**config.mk**
```make
export PLATFORM = sky130hd
export DESIGN_NAME = rcs_top
export DESIGN_NICKNAME = d
export VERILOG_FILES = /design/src/rcs_pkg.sv /design/src/rcs_lost_clock.sv /design/src/rcs_timer.sv /design/src/rcs_top.sv
export VERILOG_INCLUDE_DIRS = /design/src /design/src/src
export SDC_FILE = /design/constraint.sdc
export NUM_CORES = 1
export LEC_CHECK = 0
export ABC_AREA = 1
export BUFFER_PORTS_ARGS = -buffer_cell sky130_fd_sc_hd__buf_4
export CORE_UTILIZATION = 54
export CTS_CLUSTER_SIZE = 40
export DETAILED_ROUTE_END_ITERATION = 8
export PLACE_DENSITY_LB_ADDON = 0.12
export SLEW_MARGIN = 20
export SYNTH_ARGS = -nofsm -noshare
export SYNTH_HDL_FRONTEND = slang
export SYNTH_SLANG_ARGS = --single-unit
```
**constraint.sdc**
```tcl
create_clock -name aclk -period 1.8 [get_ports aclk]
set_input_delay 0.36 -clock aclk [delete_from_list [all_inputs] [get_ports aclk]]
set_output_delay 0.36 -clock aclk [all_outputs]
set_load 0.01 [all_outputs]
```
**src/rcs_consts.svh**
```systemverilog
// Offsets, field positions, reset values and timing counts of the clock control block
`ifndef RCS_CONSTS_SVH
`define RCS_CONSTS_SVH
// ----------------------------------------
// Register map
// ----------------------------------------
`define RCS_ADDR_CTRL 8'h04
`define RCS_ADDR_HOLD 8'h08
`define RCS_ADDR_TIMER 8'h0C
// ----------------------------------------
// Control register fields
// ----------------------------------------
`define RCS_BIT_OSC_EN 7
`define RCS_BIT_LCD_EN 6
`define RCS_BIT_FAIL 5
`define RCS_BIT_RUN 4
`define RCS_BIT_AEN 3
`define RCS_BIT_ALARM_FLAG_AUTORESET 2
`define RCS_BIT_LOAD 1
`define RCS_BIT_SNAP 0
`define RCS_CTRL_RESET 8'h00
// ----------------------------------------
// Timing and bus response codes
// ----------------------------------------
`define RCS_CMD_CYCLES 4
`define RCS_LOST_CYCLES 64
`define RCS_RESP_OKAY 2'b00
`define RCS_RESP_SLVERR 2'b10
`endif

```
**src/rcs_pkg.sv**
```systemverilog
// Types shared by the clock control block
package rcs_pkg;
	typedef enum logic [1:0] {
		RCS_IDLE = 2'b00,
		RCS_LOAD = 2'b01,
		RCS_SNAP = 2'b10
	} rcs_cmd_state_t;
	typedef logic [31:0] rcs_word_t;
endpackage

```
**src/rcs_lost_clock.sv**
```systemverilog
// Missing slow clock detector
`timescale 1ns/1ps
`include "rcs_consts.svh"
module rcs_lost_clock #(
	parameter int LOST_CYCLES = `RCS_LOST_CYCLES
) (
	input wire logic aclk,
	input wire logic aresetn,
	input wire logic enable,
	input wire logic slow_clk_pin,
	output logic lost
);
	// The cycle counter is 16 bits wide
	if (LOST_CYCLES < 2 || LOST_CYCLES > 65535) $error("LOST_CYCLES out of range");
	logic sync_a;
	logic sync_b;
	logic sync_c;
	logic [15:0] count;
	// ----------------------------------------
	// Pin synchroniser; the second and third stages feed the edge detector
	// ----------------------------------------
	always_ff @(posedge aclk) begin
		if (!aresetn) begin
			sync_a <= 1'b0;
			sync_b <= 1'b0;
			sync_c <= 1'b0;
		end else begin
			sync_a <= slow_clk_pin;
			sync_b <= sync_a;
			sync_c <= sync_b;
		end
	end
	// Count cycles since the last slow clock edge; a pulse when the limit is hit
	always_ff @(posedge aclk) begin
		if (!aresetn || !enable || (sync_b != sync_c)) begin
			count <= 16'h0000;
			lost <= 1'b0;
		end else begin
			lost <= (count == 16'(LOST_CYCLES - 1));
			if (count != 16'(LOST_CYCLES)) begin
				count <= count + 16'h0001;
			end
		end
	end
endmodule

```
**src/rcs_timer.sv**
```systemverilog
// Timer with run control, load and alarm match
`timescale 1ns/1ps
module rcs_timer (
	input wire logic aclk,
	input wire logic aresetn,
	input wire logic tick,
	input wire logic run,
	input wire logic load,
	input wire logic [31:0] load_value,
	input wire logic [31:0] alarm_value,
	input wire logic alarm_en,
	input wire logic auto_reset,
	output logic [31:0] count,
	output logic alarm_hit
);
	// Hold the count while stopped; auto reset restarts from zero on a match
	always_ff @(posedge aclk) begin
		if (!aresetn) begin
			count <= 32'h0000_0000;
			alarm_hit <= 1'b0;
		end else begin
			alarm_hit <= 1'b0;
			if (load) begin
				count <= load_value;
			end else if (run && tick) begin // RQ3
				if (alarm_en && count == alarm_value) begin
					alarm_hit <= 1'b1;
					count <= auto_reset ? 32'h0000_0000 : count + 32'h0000_0001; // RQ7
				end else begin
					count <= count + 32'h0000_0001;
				end
			end
		end
	end
endmodule

```
**src/rcs_top.sv**
```systemverilog
// Control and status register of the low power clock, on AXI4-Lite
`timescale 1ns/1ps
`include "rcs_consts.svh"
// Functional notes
// RQ1: Bit 6 enables the missing slow clock detector; zero disables it. Here the detector runs only while bit 7 is also set.
// RQ2: Hardware sets fail flag bit 5 on lost clock; software clears it.
// RQ3: Run bit 4 lets the timer count; zero stops and holds the count.
// RQ4: Bit 3 enables alarm; any write to it clears the alarm flag.
// RQ5: Writing 1 to bit 1 loads holding value; hardware clears when done.
// RQ6: Writing 1 to bit 0 snapshots timer; hardware clears when done.
// RQ7: Bit 2 reads alarm flag; writes store the auto reset selection.
module rcs_top #(
	parameter int CMD_CYCLES = `RCS_CMD_CYCLES,
	parameter int LOST_CYCLES = `RCS_LOST_CYCLES,
	parameter int TICK_DIV = 4
) (
	input wire logic aclk,
	input wire logic aresetn,
	input wire logic [7:0] s_axi_awaddr,
	input wire logic s_axi_awvalid,
	output logic s_axi_awready,
	input wire logic [31:0] s_axi_wdata,
	input wire logic [3:0] s_axi_wstrb,
	input wire logic s_axi_wvalid,
	output logic s_axi_wready,
	output logic [1:0] s_axi_bresp,
	output logic s_axi_bvalid,
	input wire logic s_axi_bready,
	input wire logic [7:0] s_axi_araddr,
	input wire logic s_axi_arvalid,
	output logic s_axi_arready,
	output logic [31:0] s_axi_rdata,
	output logic [1:0] s_axi_rresp,
	output logic s_axi_rvalid,
	input wire logic s_axi_rready,
	input wire logic slow_clk_pin,
	output logic slow_osc_enable,
	output logic alarm_event
);
	import rcs_pkg::*;
	// Counters are 8 and 16 bits wide; refuse values they cannot hold
	if (CMD_CYCLES < 1 || CMD_CYCLES > 255) $error("CMD_CYCLES out of range");
	if (TICK_DIV < 1 || TICK_DIV > 65535) $error("TICK_DIV out of range");
	// ----------------------------------------
	// Register state
	// ----------------------------------------
	logic lost_clock_detect_enable;
	logic osc_fail_flag;
	logic timer_run;
	logic alarm_enable;
	logic alarm_flag;
	logic auto_reset;
	logic timer_load_cmd;
	logic timer_snapshot_cmd;
	rcs_word_t hold;
	rcs_word_t alarm_match;
	rcs_word_t timer_count;
	logic alarm_hit;
	logic lost;
	logic [7:0] aw_addr;
	logic aw_have;
	logic [31:0] w_data;
	logic [3:0] w_strb;
	logic w_have;
	rcs_cmd_state_t cmd_state;
	logic [7:0] cmd_count;
	logic do_load;
	logic [15:0] div_count;
	logic tick;
	logic wr_fire;
	logic wr_ctrl;
	logic wr_byte0;

	// Byte lane zero covers every control bit
	function automatic logic lane0(input logic [3:0] strb);
		return strb[0];
	endfunction

	assign wr_fire = aw_have && w_have && !s_axi_bvalid;
	assign wr_ctrl = wr_fire && aw_addr == `RCS_ADDR_CTRL;
	assign wr_byte0 = lane0(w_strb);

	// ----------------------------------------
	// Write address and data capture, either order
	// ----------------------------------------
	always_ff @(posedge aclk) begin
		if (!aresetn) begin
			aw_have <= 1'b0;
			aw_addr <= 8'h00;
		end else if (s_axi_awvalid && s_axi_awready) begin
			aw_have <= 1'b1;
			aw_addr <= s_axi_awaddr;
		end else if (wr_fire) begin
			aw_have <= 1'b0;
		end
	end
	always_ff @(posedge aclk) begin
		if (!aresetn) begin
			w_have <= 1'b0;
			w_data <= 32'h0000_0000;
			w_strb <= 4'h0;
		end else if (s_axi_wvalid && s_axi_wready) begin
			w_have <= 1'b1;
			w_data <= s_axi_wdata;
			w_strb <= s_axi_wstrb;
		end else if (wr_fire) begin
			w_have <= 1'b0;
		end
	end
	// Ready only while the slot is empty, so one write is in flight at a time
	always_ff @(posedge aclk) begin
		if (!aresetn) begin
			s_axi_awready <= 1'b0;
			s_axi_wready <= 1'b0;
		end else begin
			s_axi_awready <= !aw_have && !(s_axi_awvalid && s_axi_awready) && !s_axi_bvalid;
			s_axi_wready <= !w_have && !(s_axi_wvalid && s_axi_wready) && !s_axi_bvalid;
		end
	end
	// Write response; unmapped addresses answer SLVERR
	always_ff @(posedge aclk) begin
		if (!aresetn) begin
			s_axi_bvalid <= 1'b0;
			s_axi_bresp <= `RCS_RESP_OKAY;
		end else if (wr_fire) begin
			s_axi_bvalid <= 1'b1;
			s_axi_bresp <= (aw_addr == `RCS_ADDR_CTRL || aw_addr == `RCS_ADDR_HOLD
				|| aw_addr == `RCS_ADDR_TIMER) ? `RCS_RESP_OKAY : `RCS_RESP_SLVERR;
		end else if (s_axi_bready) begin
			s_axi_bvalid <= 1'b0;
		end
	end

	// ----------------------------------------
	// Control bits written by software
	// ----------------------------------------
	always_ff @(posedge aclk) begin
		if (!aresetn) begin
			slow_osc_enable <= 1'b0;
			lost_clock_detect_enable <= 1'b0;
			timer_run <= 1'b0;
			alarm_enable <= 1'b0;
			auto_reset <= 1'b0;
		end else if (wr_ctrl && wr_byte0) begin
			slow_osc_enable <= w_data[`RCS_BIT_OSC_EN];
			lost_clock_detect_enable <= w_data[`RCS_BIT_LCD_EN]; // RQ1
			timer_run <= w_data[`RCS_BIT_RUN]; // RQ3
			alarm_enable <= w_data[`RCS_BIT_AEN]; // RQ4
			auto_reset <= w_data[`RCS_BIT_ALARM_FLAG_AUTORESET]; // RQ7
		end
	end
	// Fail flag: a detection in the clearing cycle wins over the clear
	always_ff @(posedge aclk) begin
		if (!aresetn) begin
			osc_fail_flag <= 1'b0;
		end else if (lost) begin
			osc_fail_flag <= 1'b1; // RQ2
		end else if (wr_ctrl && wr_byte0 && !w_data[`RCS_BIT_FAIL]) begin
			osc_fail_flag <= 1'b0; // RQ2
		end
	end
	// Alarm flag: any control write with byte lane zero clears it, a match in the same cycle wins
	always_ff @(posedge aclk) begin
		if (!aresetn) begin
			alarm_flag <= 1'b0;
		end else if (alarm_hit) begin
			alarm_flag <= 1'b1;
		end else if (wr_ctrl && wr_byte0) begin
			alarm_flag <= 1'b0; // RQ4
		end
	end
	always_ff @(posedge aclk) begin
		if (!aresetn) begin
			alarm_event <= 1'b0;
		end else begin
			alarm_event <= alarm_flag;
		end
	end
	// Holding word and alarm match value
	always_ff @(posedge aclk) begin
		if (!aresetn) begin
			hold <= 32'h0000_0000;
		end else if (cmd_state == RCS_SNAP && cmd_count == 8'h00) begin
			hold <= timer_count; // RQ6
		end else if (wr_fire && aw_addr == `RCS_ADDR_HOLD) begin
			for (int i = 0; i < 4; i++) begin
				if (w_strb[i]) begin
					hold[i*8 +: 8] <= w_data[i*8 +: 8];
				end
			end
		end
	end
	always_ff @(posedge aclk) begin
		if (!aresetn) begin
			alarm_match <= 32'h0000_0000;
		end else if (wr_fire && aw_addr == `RCS_ADDR_TIMER) begin
			for (int i = 0; i < 4; i++) begin
				if (w_strb[i]) begin
					alarm_match[i*8 +: 8] <= w_data[i*8 +: 8];
				end
			end
		end
	end

	// ----------------------------------------
	// Load and snapshot sequencer
	// ----------------------------------------
	// Commands take a few cycles, modelling the slow domain transfer; bits read 1 meanwhile
	always_ff @(posedge aclk) begin
		if (!aresetn) begin
			cmd_state <= RCS_IDLE;
			cmd_count <= 8'h00;
			timer_load_cmd <= 1'b0;
			timer_snapshot_cmd <= 1'b0;
		end else begin
			unique case (cmd_state)
				RCS_IDLE: begin
					if (wr_ctrl && wr_byte0 && w_data[`RCS_BIT_LOAD]) begin
						cmd_state <= RCS_LOAD;
						cmd_count <= 8'(CMD_CYCLES - 1);
						timer_load_cmd <= 1'b1; // RQ5
					end else if (wr_ctrl && wr_byte0 && w_data[`RCS_BIT_SNAP]) begin
						cmd_state <= RCS_SNAP;
						cmd_count <= 8'(CMD_CYCLES - 1);
						timer_snapshot_cmd <= 1'b1; // RQ6
					end
				end
				RCS_LOAD, RCS_SNAP: begin
					if (cmd_count == 8'h00) begin
						cmd_state <= RCS_IDLE;
						timer_load_cmd <= 1'b0; // RQ5
						timer_snapshot_cmd <= 1'b0; // RQ6
					end else begin
						cmd_count <= cmd_count - 8'h01;
					end
				end
				default: begin
					cmd_state <= RCS_IDLE;
				end
			endcase
		end
	end
	assign do_load = cmd_state == RCS_LOAD && cmd_count == 8'h00; // RQ5

	// Slow tick divider; one pulse every TICK_DIV cycles while the oscillator runs
	always_ff @(posedge aclk) begin
		if (!aresetn || !slow_osc_enable) begin
			div_count <= 16'h0000;
			tick <= 1'b0;
		end else begin
			tick <= (div_count == 16'(TICK_DIV - 1));
			div_count <= (div_count == 16'(TICK_DIV - 1)) ? 16'h0000 : div_count + 16'h0001;
		end
	end

	rcs_timer u_timer (
		.aclk(aclk),
		.aresetn(aresetn),
		.tick(tick),
		.run(timer_run),
		.load(do_load),
		.load_value(hold),
		.alarm_value(alarm_match),
		.alarm_en(alarm_enable),
		.auto_reset(auto_reset),
		.count(timer_count),
		.alarm_hit(alarm_hit)
	);
	rcs_lost_clock #(
		.LOST_CYCLES(LOST_CYCLES)
	) u_lost (
		.aclk(aclk),
		.aresetn(aresetn),
		.enable(lost_clock_detect_enable && slow_osc_enable), // RQ1
		.slow_clk_pin(slow_clk_pin),
		.lost(lost)
	);

	// ----------------------------------------
	// Read channel
	// ----------------------------------------
	always_ff @(posedge aclk) begin
		if (!aresetn) begin
			s_axi_arready <= 1'b0;
			s_axi_rvalid <= 1'b0;
			s_axi_rdata <= 32'h0000_0000;
			s_axi_rresp <= `RCS_RESP_OKAY;
		end else if (s_axi_arvalid && s_axi_arready) begin
			s_axi_arready <= 1'b0;
			s_axi_rvalid <= 1'b1;
			s_axi_rresp <= `RCS_RESP_OKAY;
			unique case (s_axi_araddr)
				`RCS_ADDR_CTRL: s_axi_rdata <= {24'h00_0000, slow_osc_enable,
					lost_clock_detect_enable, osc_fail_flag, timer_run, alarm_enable,
					alarm_flag, timer_load_cmd, timer_snapshot_cmd}; // RQ7
				`RCS_ADDR_HOLD: s_axi_rdata <= hold;
				`RCS_ADDR_TIMER: s_axi_rdata <= alarm_match;
				default: begin
					s_axi_rdata <= 32'h0000_0000;
					s_axi_rresp <= `RCS_RESP_SLVERR;
				end
			endcase
		end else if (s_axi_rvalid) begin
			if (s_axi_rready) begin
				s_axi_rvalid <= 1'b0;
			end
		end else begin
			s_axi_arready <= 1'b1;
		end
	end
endmodule

```
==> qor.yml, run 1 <==
place:
  gp_congestion: 0.970
  place.port_buffers: 100
  place_hpwl_mm: 26.1
  dp.cells: 2016
route:
  drt-vias-per-instance: 5.64
  finalWirelength_mm: 35.0
  post_drt_wl_per_cell_microns: 17.0
  detail_route.drc_violations: 0
  detail_route.iter0.violations: 964
  drt_pass1_iterations: 6
  drt.antenna.violating_nets: 0
  detailroute.via_count: 11631
run:
  cap_viol_max_count: 0
sta:
  achievable-frequency_mhz: 567
  timing.final.max_slew_violations: 0
  timing.clock.skew_ns: 0.0268
  grt_setup_unrepaired: "yes"
  worst_pin_slew_ns: 0.549
  final-setup-viol-count: 0
  finalHoldViolCount: 0
  slew-limit-headroom: 0.634
  layout_worst_path_cycle_share: 0.980
  finalWorstPathRequiredPeriod_ns: 1.76
global_routing:
  grt_start_max_net_pins: 67
  globalRoute.totalOverflow: 0
  grt_antenna_before_repair: 1
  vias_in_the_first_global_route: 10552
  grt_first_pass_wirelength_mm: 55.2
  grtUsageTotal: 0.314
final_layout:
  finish.net_count: 1840
  layout-drive-gt1-share: 0.191
  final_cell_count_no_fill: 2064
  final_core_util: 0.675
  mostFrequentLayoutCell: "sky130_fd_sc_hd__nand2_1"
  flow.area_growth_from_synthesis_pct: 21.9
  num_antenna_cells: 0
  most-common-layout-cells: "sky130_fd_sc_hd__nand2_1 (257), sky130_fd_sc_hd__dfxtp_1 (224), sky130_fd_sc_hd__inv_1 (205)"
synthesis:
  yosys.area.top_type: "sky130_fd_sc_hd__dfxtp_1"
  netlist_area_sq_mm: 0.0117
  syn-instance-count: 1630
  netlist-cell-type-count: 52
  synth_flop_cell: "sky130_fd_sc_hd__dfxtp_1"
  ys_ff_latch: 239
  synth_edf_count: 0
  postSynthAreaPerCell_sq_um: 7.16
  synth.yosys.seq_area_share: 0.410
  fraction_of_post_synthesis_cell_area_in_the_top_cell_type_by_area: 0.410
  top_cells_by_area_synth: "sky130_fd_sc_hd__dfxtp_1 (41%), sky130_fd_sc_hd__nand2_1 (8.4%), sky130_fd_sc_hd__inv_1 (6.8%), sky130_fd_sc_hd__a21oi_1 (6.4%), sky130_fd_sc_hd__nor2_1 (5.7%)"
  synthesis_warning_total: 0
  ys_async_sr_fraction: 0
setup_path:
  worst-path-max-fanout: 4
  cp_slowest_stage_delay_ns: 0.36
  element_type_at_the_critical_path_end: "register"
  slowest_stage_cell_crit_path: "sky130_fd_sc_hd__dfxtp_2"
  worstPathCellList: "inv_1 > buf_4 > nand2_2 > nand2_1 > nor2_1 > nand3_1 > nor4_2 > nand4_1 > nor3_2"
  timing_worst_setup_path_type: "register to register"
  timing.critical_path.required_ns: 2.25
  cp_data_arrival_time_ns: 2.21
  crit_path_start_kind: "register"
die:
  core_area_sq_mm: 0.0211
  initial_utilization: 0.554
  dieArea_sq_mm: 0.0222
  chipHeight_microns: 149
  die-width_microns: 149
  floorplan.rows: 53
  design.portCount: 103
power_and_ir_drop:
  max-vdd-ir-drop_v: 0.000725
  clock_power_share: 0.465
  pwr-share-seq: 0.447
  powerDensity_mw_per_mm2: 879
  power_leakage_nw: 5.64
  fin_total_pwr_mw: 12.5
  switchingPower_mw: 2.98
  combinationalPowerShare: 0.088
  p_int_mw: 9.54
  netSwitchingFraction: 0.238
cts:
  worst_skew_pair.late_latency_ns: 0.55
  cts_inserted_buffers: 26
  cts.path.max_buffers: 3
  cts.root.buffer_cell: "sky130_fd_sc_hd__clkbuf_16"
  clk_pin_slew_worst_paths_ns: 0.06
  tritoncts_num_sinks: 239
  cts_tree: "yes"
  htree_num_levels: 1
worst_hold_path:
  min-delay-path-class: "input pin to register"
outcome:
  run_status: "finished clean"
-- cell usage after synthesis, types with 8 or more instances --
| master | number |
|---|---|
| sky130_fd_sc_hd__a211oi_1 | 8 |
| sky130_fd_sc_hd__a21oi_1 | 150 |
| sky130_fd_sc_hd__a22o_1 | 20 |
| sky130_fd_sc_hd__buf_2 | 16 |
| sky130_fd_sc_hd__buf_4 | 8 |
| sky130_fd_sc_hd__buf_6 | 12 |
| sky130_fd_sc_hd__clkbuf_1 | 31 |
| sky130_fd_sc_hd__dfxtp_1 | 239 |
| sky130_fd_sc_hd__ha_1 | 10 |
| sky130_fd_sc_hd__inv_1 | 211 |
| sky130_fd_sc_hd__inv_2 | 12 |
| sky130_fd_sc_hd__nand2_1 | 261 |
| sky130_fd_sc_hd__nand2_2 | 8 |
| sky130_fd_sc_hd__nand3_1 | 37 |
| sky130_fd_sc_hd__nand4_1 | 61 |
| sky130_fd_sc_hd__nor2_1 | 178 |
| sky130_fd_sc_hd__nor2_2 | 10 |
| sky130_fd_sc_hd__nor3_1 | 39 |
| sky130_fd_sc_hd__nor4_1 | 8 |
| sky130_fd_sc_hd__o21ai_0 | 115 |
| sky130_fd_sc_hd__o21ai_1 | 54 |
| sky130_fd_sc_hd__o22ai_1 | 56 |
| sky130_fd_sc_hd__xor2_1 | 22 |
-- logic make-up after synthesis --
kind of cell / Yosys count / share of synthesized area
DFF: 239 / 0.410
buffers and inverters: 298 / 0.108
adders and majority gates: 10 / 0.0107
AOI/OAI and AO/OA: 422 / 0.201
other: 1 / 0.000321
xor gates and xnor gates: 26 / 0.0195
and+or+nand+nor: 634 / 0.250
-- routing by layer --
layer / routed length [microns] / global-route usage / up-vias
met5: 0 / 0 / -
met2: 15200 / 0.484 / 467
met3: 3040 / 0.0630 / 76
met4: 941 / 0.0959 / 0
met1: 15800 / 0.440 / 5365
li1: - / - / 5723
-- power by group through the flow --
| stage | Clock, mW | Sequential (mW) | Combinational [mW] |
|---|---|---|---|
| 2_1_floorplan | 0 | 5.66 | 0.733 |
| 4_1_cts | 5.88 | 5.59 | 1.07 |
| 3_5_place_dp | 0 | 5.70 | 1.07 |
| 3_3_place_gp | 0 | 5.70 | 1.04 |
| 6_report | 5.82 | 5.59 | 1.10 |
| 5_1_grt | 6.09 | 5.61 | 1.24 |
-- registers in the layout, summed over array words and instances (netlist names), 2 cells and up --
name	count
w_strb	4
w_data	32
aw_addr	8
cmd_state	2
div_count	16
u_lost.count	16
hold	32
s_axi_rdata	32
cmd_count	8
u_timer.count	32
alarm_match	32
-- repair_timing --
action,4_1_cts,5_1_grt
setup endpoints to repair,4,57
pin swaps,2,5
buffers inserted,0,1
resized for setup,3,59
hold buffers,0,0
-- path summary, 6_finish.rpt --
| kind | from | to | slack [ns] | depth (start not counted) |
|---|---|---|---|---|
| setup / recovery | u_timer.count[15] | u_timer.alarm_hit | 0.04 | 9 |
| hold / removal | slow_clk_pin | u_lost.sync_a | 0.04 | 3 |
| setup reg to reg | u_timer.count[15] | u_timer.alarm_hit | 0.04 | 9 |
| hold reg to reg | u_lost.sync_a | u_lost.sync_b | 0.41 | 2 |
-- critical path, delay by kind of cell (launching register included) --
kind          cells  cell delay [ns]
buf+inv           2             0.25
flops             1             0.36
simple gates      7             1.06
-- final cells by class --
class,count,area [sq um]
timing repair buffer,182,1540
tap,275,344
inverter,227,861
fill,1906,6850
multi-input combinational,1094,5750
sequential,239,4800
clock buffer,39,801
clock inverter,8,140
-- stage by stage --
step | TNS, ns | setup slack (ns) | hold WS (ns) | instance area, sq um
global route | -0.104 | -0.0409 | 0.0444 | 14200
finish | 0 | 0.0356 | 0.0431 | 14200
detailed placement | -0.132 | -0.0999 | 0.401 | 13100
global placement | -0.106 | -0.0444 | 0.393 | 13100
floorplan | 0 | 0.127 | 0.390 | 11700
CTS | 0 | 0.0157 | 0.0220 | 14100
(Power assumes the default switching activity.)
==> run 2: changes to the inputs <==
Settings changed: ABC_AREA 1 to 0.
==> run 2 against run 1 <==
  * Cell count is 9.0% lower
  * Global-route usage grew 0.20 points
  * Synthesized cell count is 17% lower
  * Hold slack better by 0.029 ns
  * Combinational power fell by 49%
  * Flip-flop and latch count stayed put
  * The run now ends with setup timing left
  * Critical path type unchanged
  * First-iteration DRC count grew 0.10%
  * Critical endpoint is now hold[20]
  * Clock skew fell by 0.021 ns
  * Critical path depth shrank 1
  * Register-to-register slack worse by 0.51 ns
  * Final area is 7.4% higher
  * Via count down 5.1%
==> qor.yml, run 2 <==
place:
  place_hpwl_mm: 22.4
  dp.cells: 1799
  gp_congestion: 0.992
  place.port_buffers: 100
  placed_cell_area_sq_mm: 0.0131
synthesis:
  ys_async_sr_fraction: 0
  top_cells_by_area_synth: "sky130_fd_sc_hd__dfxtp_1 (44%), sky130_fd_sc_hd__nand2_1 (10%), sky130_fd_sc_hd__a21oi_1 (4.8%), sky130_fd_sc_hd__nor2_1 (4.0%), sky130_fd_sc_hd__xnor2_1 (3.8%)"
  ys_ff_latch: 239
  synth.yosys.seq_area_share: 0.444
  synthesis_warning_total: 0
  netlist_area_sq_mm: 0.0108
  postSynthAreaPerCell_sq_um: 7.94
  ys_top_cells_by_count: "sky130_fd_sc_hd__nand2_1 (298), sky130_fd_sc_hd__dfxtp_1 (239), sky130_fd_sc_hd__nor2_1 (115)"
  syn-instance-count: 1357
  fraction_of_post_synthesis_cell_area_in_the_top_cell_type_by_area: 0.444
  netlist-cell-type-count: 54
  synth_flop_cell: "sky130_fd_sc_hd__dfxtp_1"
  synthMostInstantiatedCell: "sky130_fd_sc_hd__nand2_1"
  yosys.area.top_type: "sky130_fd_sc_hd__dfxtp_1"
  synth_edf_count: 0
die:
  initial_utilization: 0.552
  floorplan.rows: 51
  die-width_microns: 143
  core_area_sq_mm: 0.0195
  chipHeight_microns: 143
  design.portCount: 103
  dieArea_sq_mm: 0.0205
sta:
  grt_setup_unrepaired: "yes"
  layout_worst_path_cycle_share: 1.26
  finalHoldViolCount: 0
  finalWorstPathRequiredPeriod_ns: 2.27
  fin_setup_tns_ns: -33.51
  setup_slack_ns: -0.473
  final-setup-viol-count: 115
  achievable-frequency_mhz: 440
  timing.clock.skew_ns: 0.00540
  timing.final.max_slew_violations: 0
final_layout:
  most-common-layout-cells: "sky130_fd_sc_hd__nand2_1 (269), sky130_fd_sc_hd__buf_4 (254), sky130_fd_sc_hd__dfxtp_1 (213)"
  layout-drive-gt1-share: 0.346
  num_antenna_cells: 0
  final_core_util: 0.783
  mostFrequentLayoutCell: "sky130_fd_sc_hd__nand2_1"
  final_cell_count_no_fill: 1879
  finish.net_count: 1672
  seq_area_sq_mm: 0.00482
  multi_input_area_sq_mm: 0.00668
  design_area_sq_mm: 0.0153
  flow.area_growth_from_synthesis_pct: 41.9
  layout.filler_cells: 1334
setup_path:
  crit_path_start_kind: "register"
  worst-path-max-fanout: 8
  cp_data_arrival_time_ns: 2.69
  element_type_at_the_critical_path_end: "register"
  timing.critical_path.required_ns: 2.22
  timing_worst_setup_path_type: "register to register"
cts:
  worst_skew_pair.late_latency_ns: 0.52
  cts.path.max_buffers: 3
  hold_buffers: 0
  clk_pin_slew_worst_paths_ns: 0.06
  tritoncts_num_sinks: 239
  cts.root.buffer_cell: "sky130_fd_sc_hd__clkbuf_16"
  htree_num_levels: 1
  cts_inserted_buffers: 25
  cts_tree: "yes"
route:
  detail_route.drc_violations: 0
  detail_route.iter0.violations: 965
  drt.antenna.violating_nets: 0
  detailroute.via_count: 11036
  finalWirelength_mm: 34.9
  drt-vias-per-instance: 5.87
  post_drt_wl_per_cell_microns: 18.6
  drt_pass1_iterations: 5
outcome:
  run_status: "finished with violations"
  failed_checks: "setup timing"
power_and_ir_drop:
  power_leakage_nw: 5.59
  powerDensity_mw_per_mm2: 698
  fin_total_pwr_mw: 10.7
  max-vdd-ir-drop_v: 0.000661
global_routing:
  globalRoute.totalOverflow: 0
  grtUsageTotal: 0.316
  grt_first_pass_wirelength_mm: 51.1
  grt_start_max_net_pins: 89
  vias_in_the_first_global_route: 10143
  grt_antenna_before_repair: 1
worst_hold_path:
  min-delay-path-class: "input pin to register"
run:
  cap_viol_max_count: 0
run 2: cell types whose count changed in the layout (fill, tap and decap cells not counted), moves of 22 or more:
cell,change
sky130_fd_sc_hd__a21oi_1,-75
sky130_fd_sc_hd__a21oi_2,+26
sky130_fd_sc_hd__a22oi_1,+32
sky130_fd_sc_hd__buf_4,+88
sky130_fd_sc_hd__buf_6,+22
sky130_fd_sc_hd__inv_1,-187
sky130_fd_sc_hd__nand3_2,+23
sky130_fd_sc_hd__nand4_1,-29
sky130_fd_sc_hd__nor2_1,-81
sky130_fd_sc_hd__o21ai_0,-80
sky130_fd_sc_hd__o21ai_1,-44
sky130_fd_sc_hd__o22ai_1,-49
sky130_fd_sc_hd__xnor2_1,+38
run 2: final cells by class:
type                       instances  area share
sequential                       239       0.315
tap                              265      0.0217
clock buffer                      35      0.0453
inverter                          22     0.00557
timing repair buffer             303       0.174
multi-input combinational       1011       0.437
clock inverter                     4     0.00131
run 2: kinds of logic after synthesis:
kind of cell | share of synthesized area
AOI/OAI and AO/OA | 0.153
xor gates and xnor gates | 0.0683
adders and majority gates | 0.0116
buffers and inverters | 0.0393
DFF | 0.444
muxes | 0.0186
other | 0.000348
and+or+nand+nor | 0.265
run 2: power by group:
part	switching [mW]	internal [mW]
combinational	0.328	0.233
sequential	0.0710	5.36
clock	2.04	2.65
run 2: per-stage QoR:
step,hold WS (ns),setup slack (ns)
4_1_cts,0.0617,-0.434
2_1_floorplan,0.409,-0.395
3_3_place_gp,0.418,-0.409
3_5_place_dp,0.433,-0.480
5_1_grt,0.0772,-0.546
6_report,0.0720,-0.473
run 2: path summary, 6_finish.rpt:
| kind | slack [ns] | to | depth (start not counted) | start |
|---|---|---|---|---|
| hold reg to reg | 0.45 | aw_addr[1] | 2 | aw_addr[1] |
| setup / recovery | -0.47 | hold[20] | 8 | aw_addr[4] |
| setup reg to reg | -0.47 | hold[20] | 8 | aw_addr[4] |
| hold / removal | 0.07 | u_lost.sync_a | 2 | slow_clk_pin |
run 2: worst max-delay path, cell delays in order (launching register included):
cell and delay [ns]:
sky130_fd_sc_hd__dfxtp_2 0.31, sky130_fd_sc_hd__or4_4 0.54, sky130_fd_sc_hd__or4_4 0.46, sky130_fd_sc_hd__nor2_4 0.19, sky130_fd_sc_hd__a21o_4 0.18, sky130_fd_sc_hd__buf_12 0.14
sky130_fd_sc_hd__buf_6 0.11, sky130_fd_sc_hd__nor2_2 0.03, sky130_fd_sc_hd__a311oi_1 0.21
run 2: what timing repair did:
| action | 4_1_cts | 5_1_grt |
|---|---|---|
| gates resized for setup | 90 | 213 |
| cloned | 2 | 3 |
| buffers inserted | 16 | 27 |
| pin swaps | 46 | 100 |
| setup endpoints to repair | 115 | 117 |
run 2: layer usage:
layer	track usage	routed length [microns]	up-vias
met5	0	13	-
met4	0.106	1060	2
met3	0.0651	3050	99
met2	0.513	16200	497
met1	0.418	14600	5254
li1	-	-	5184
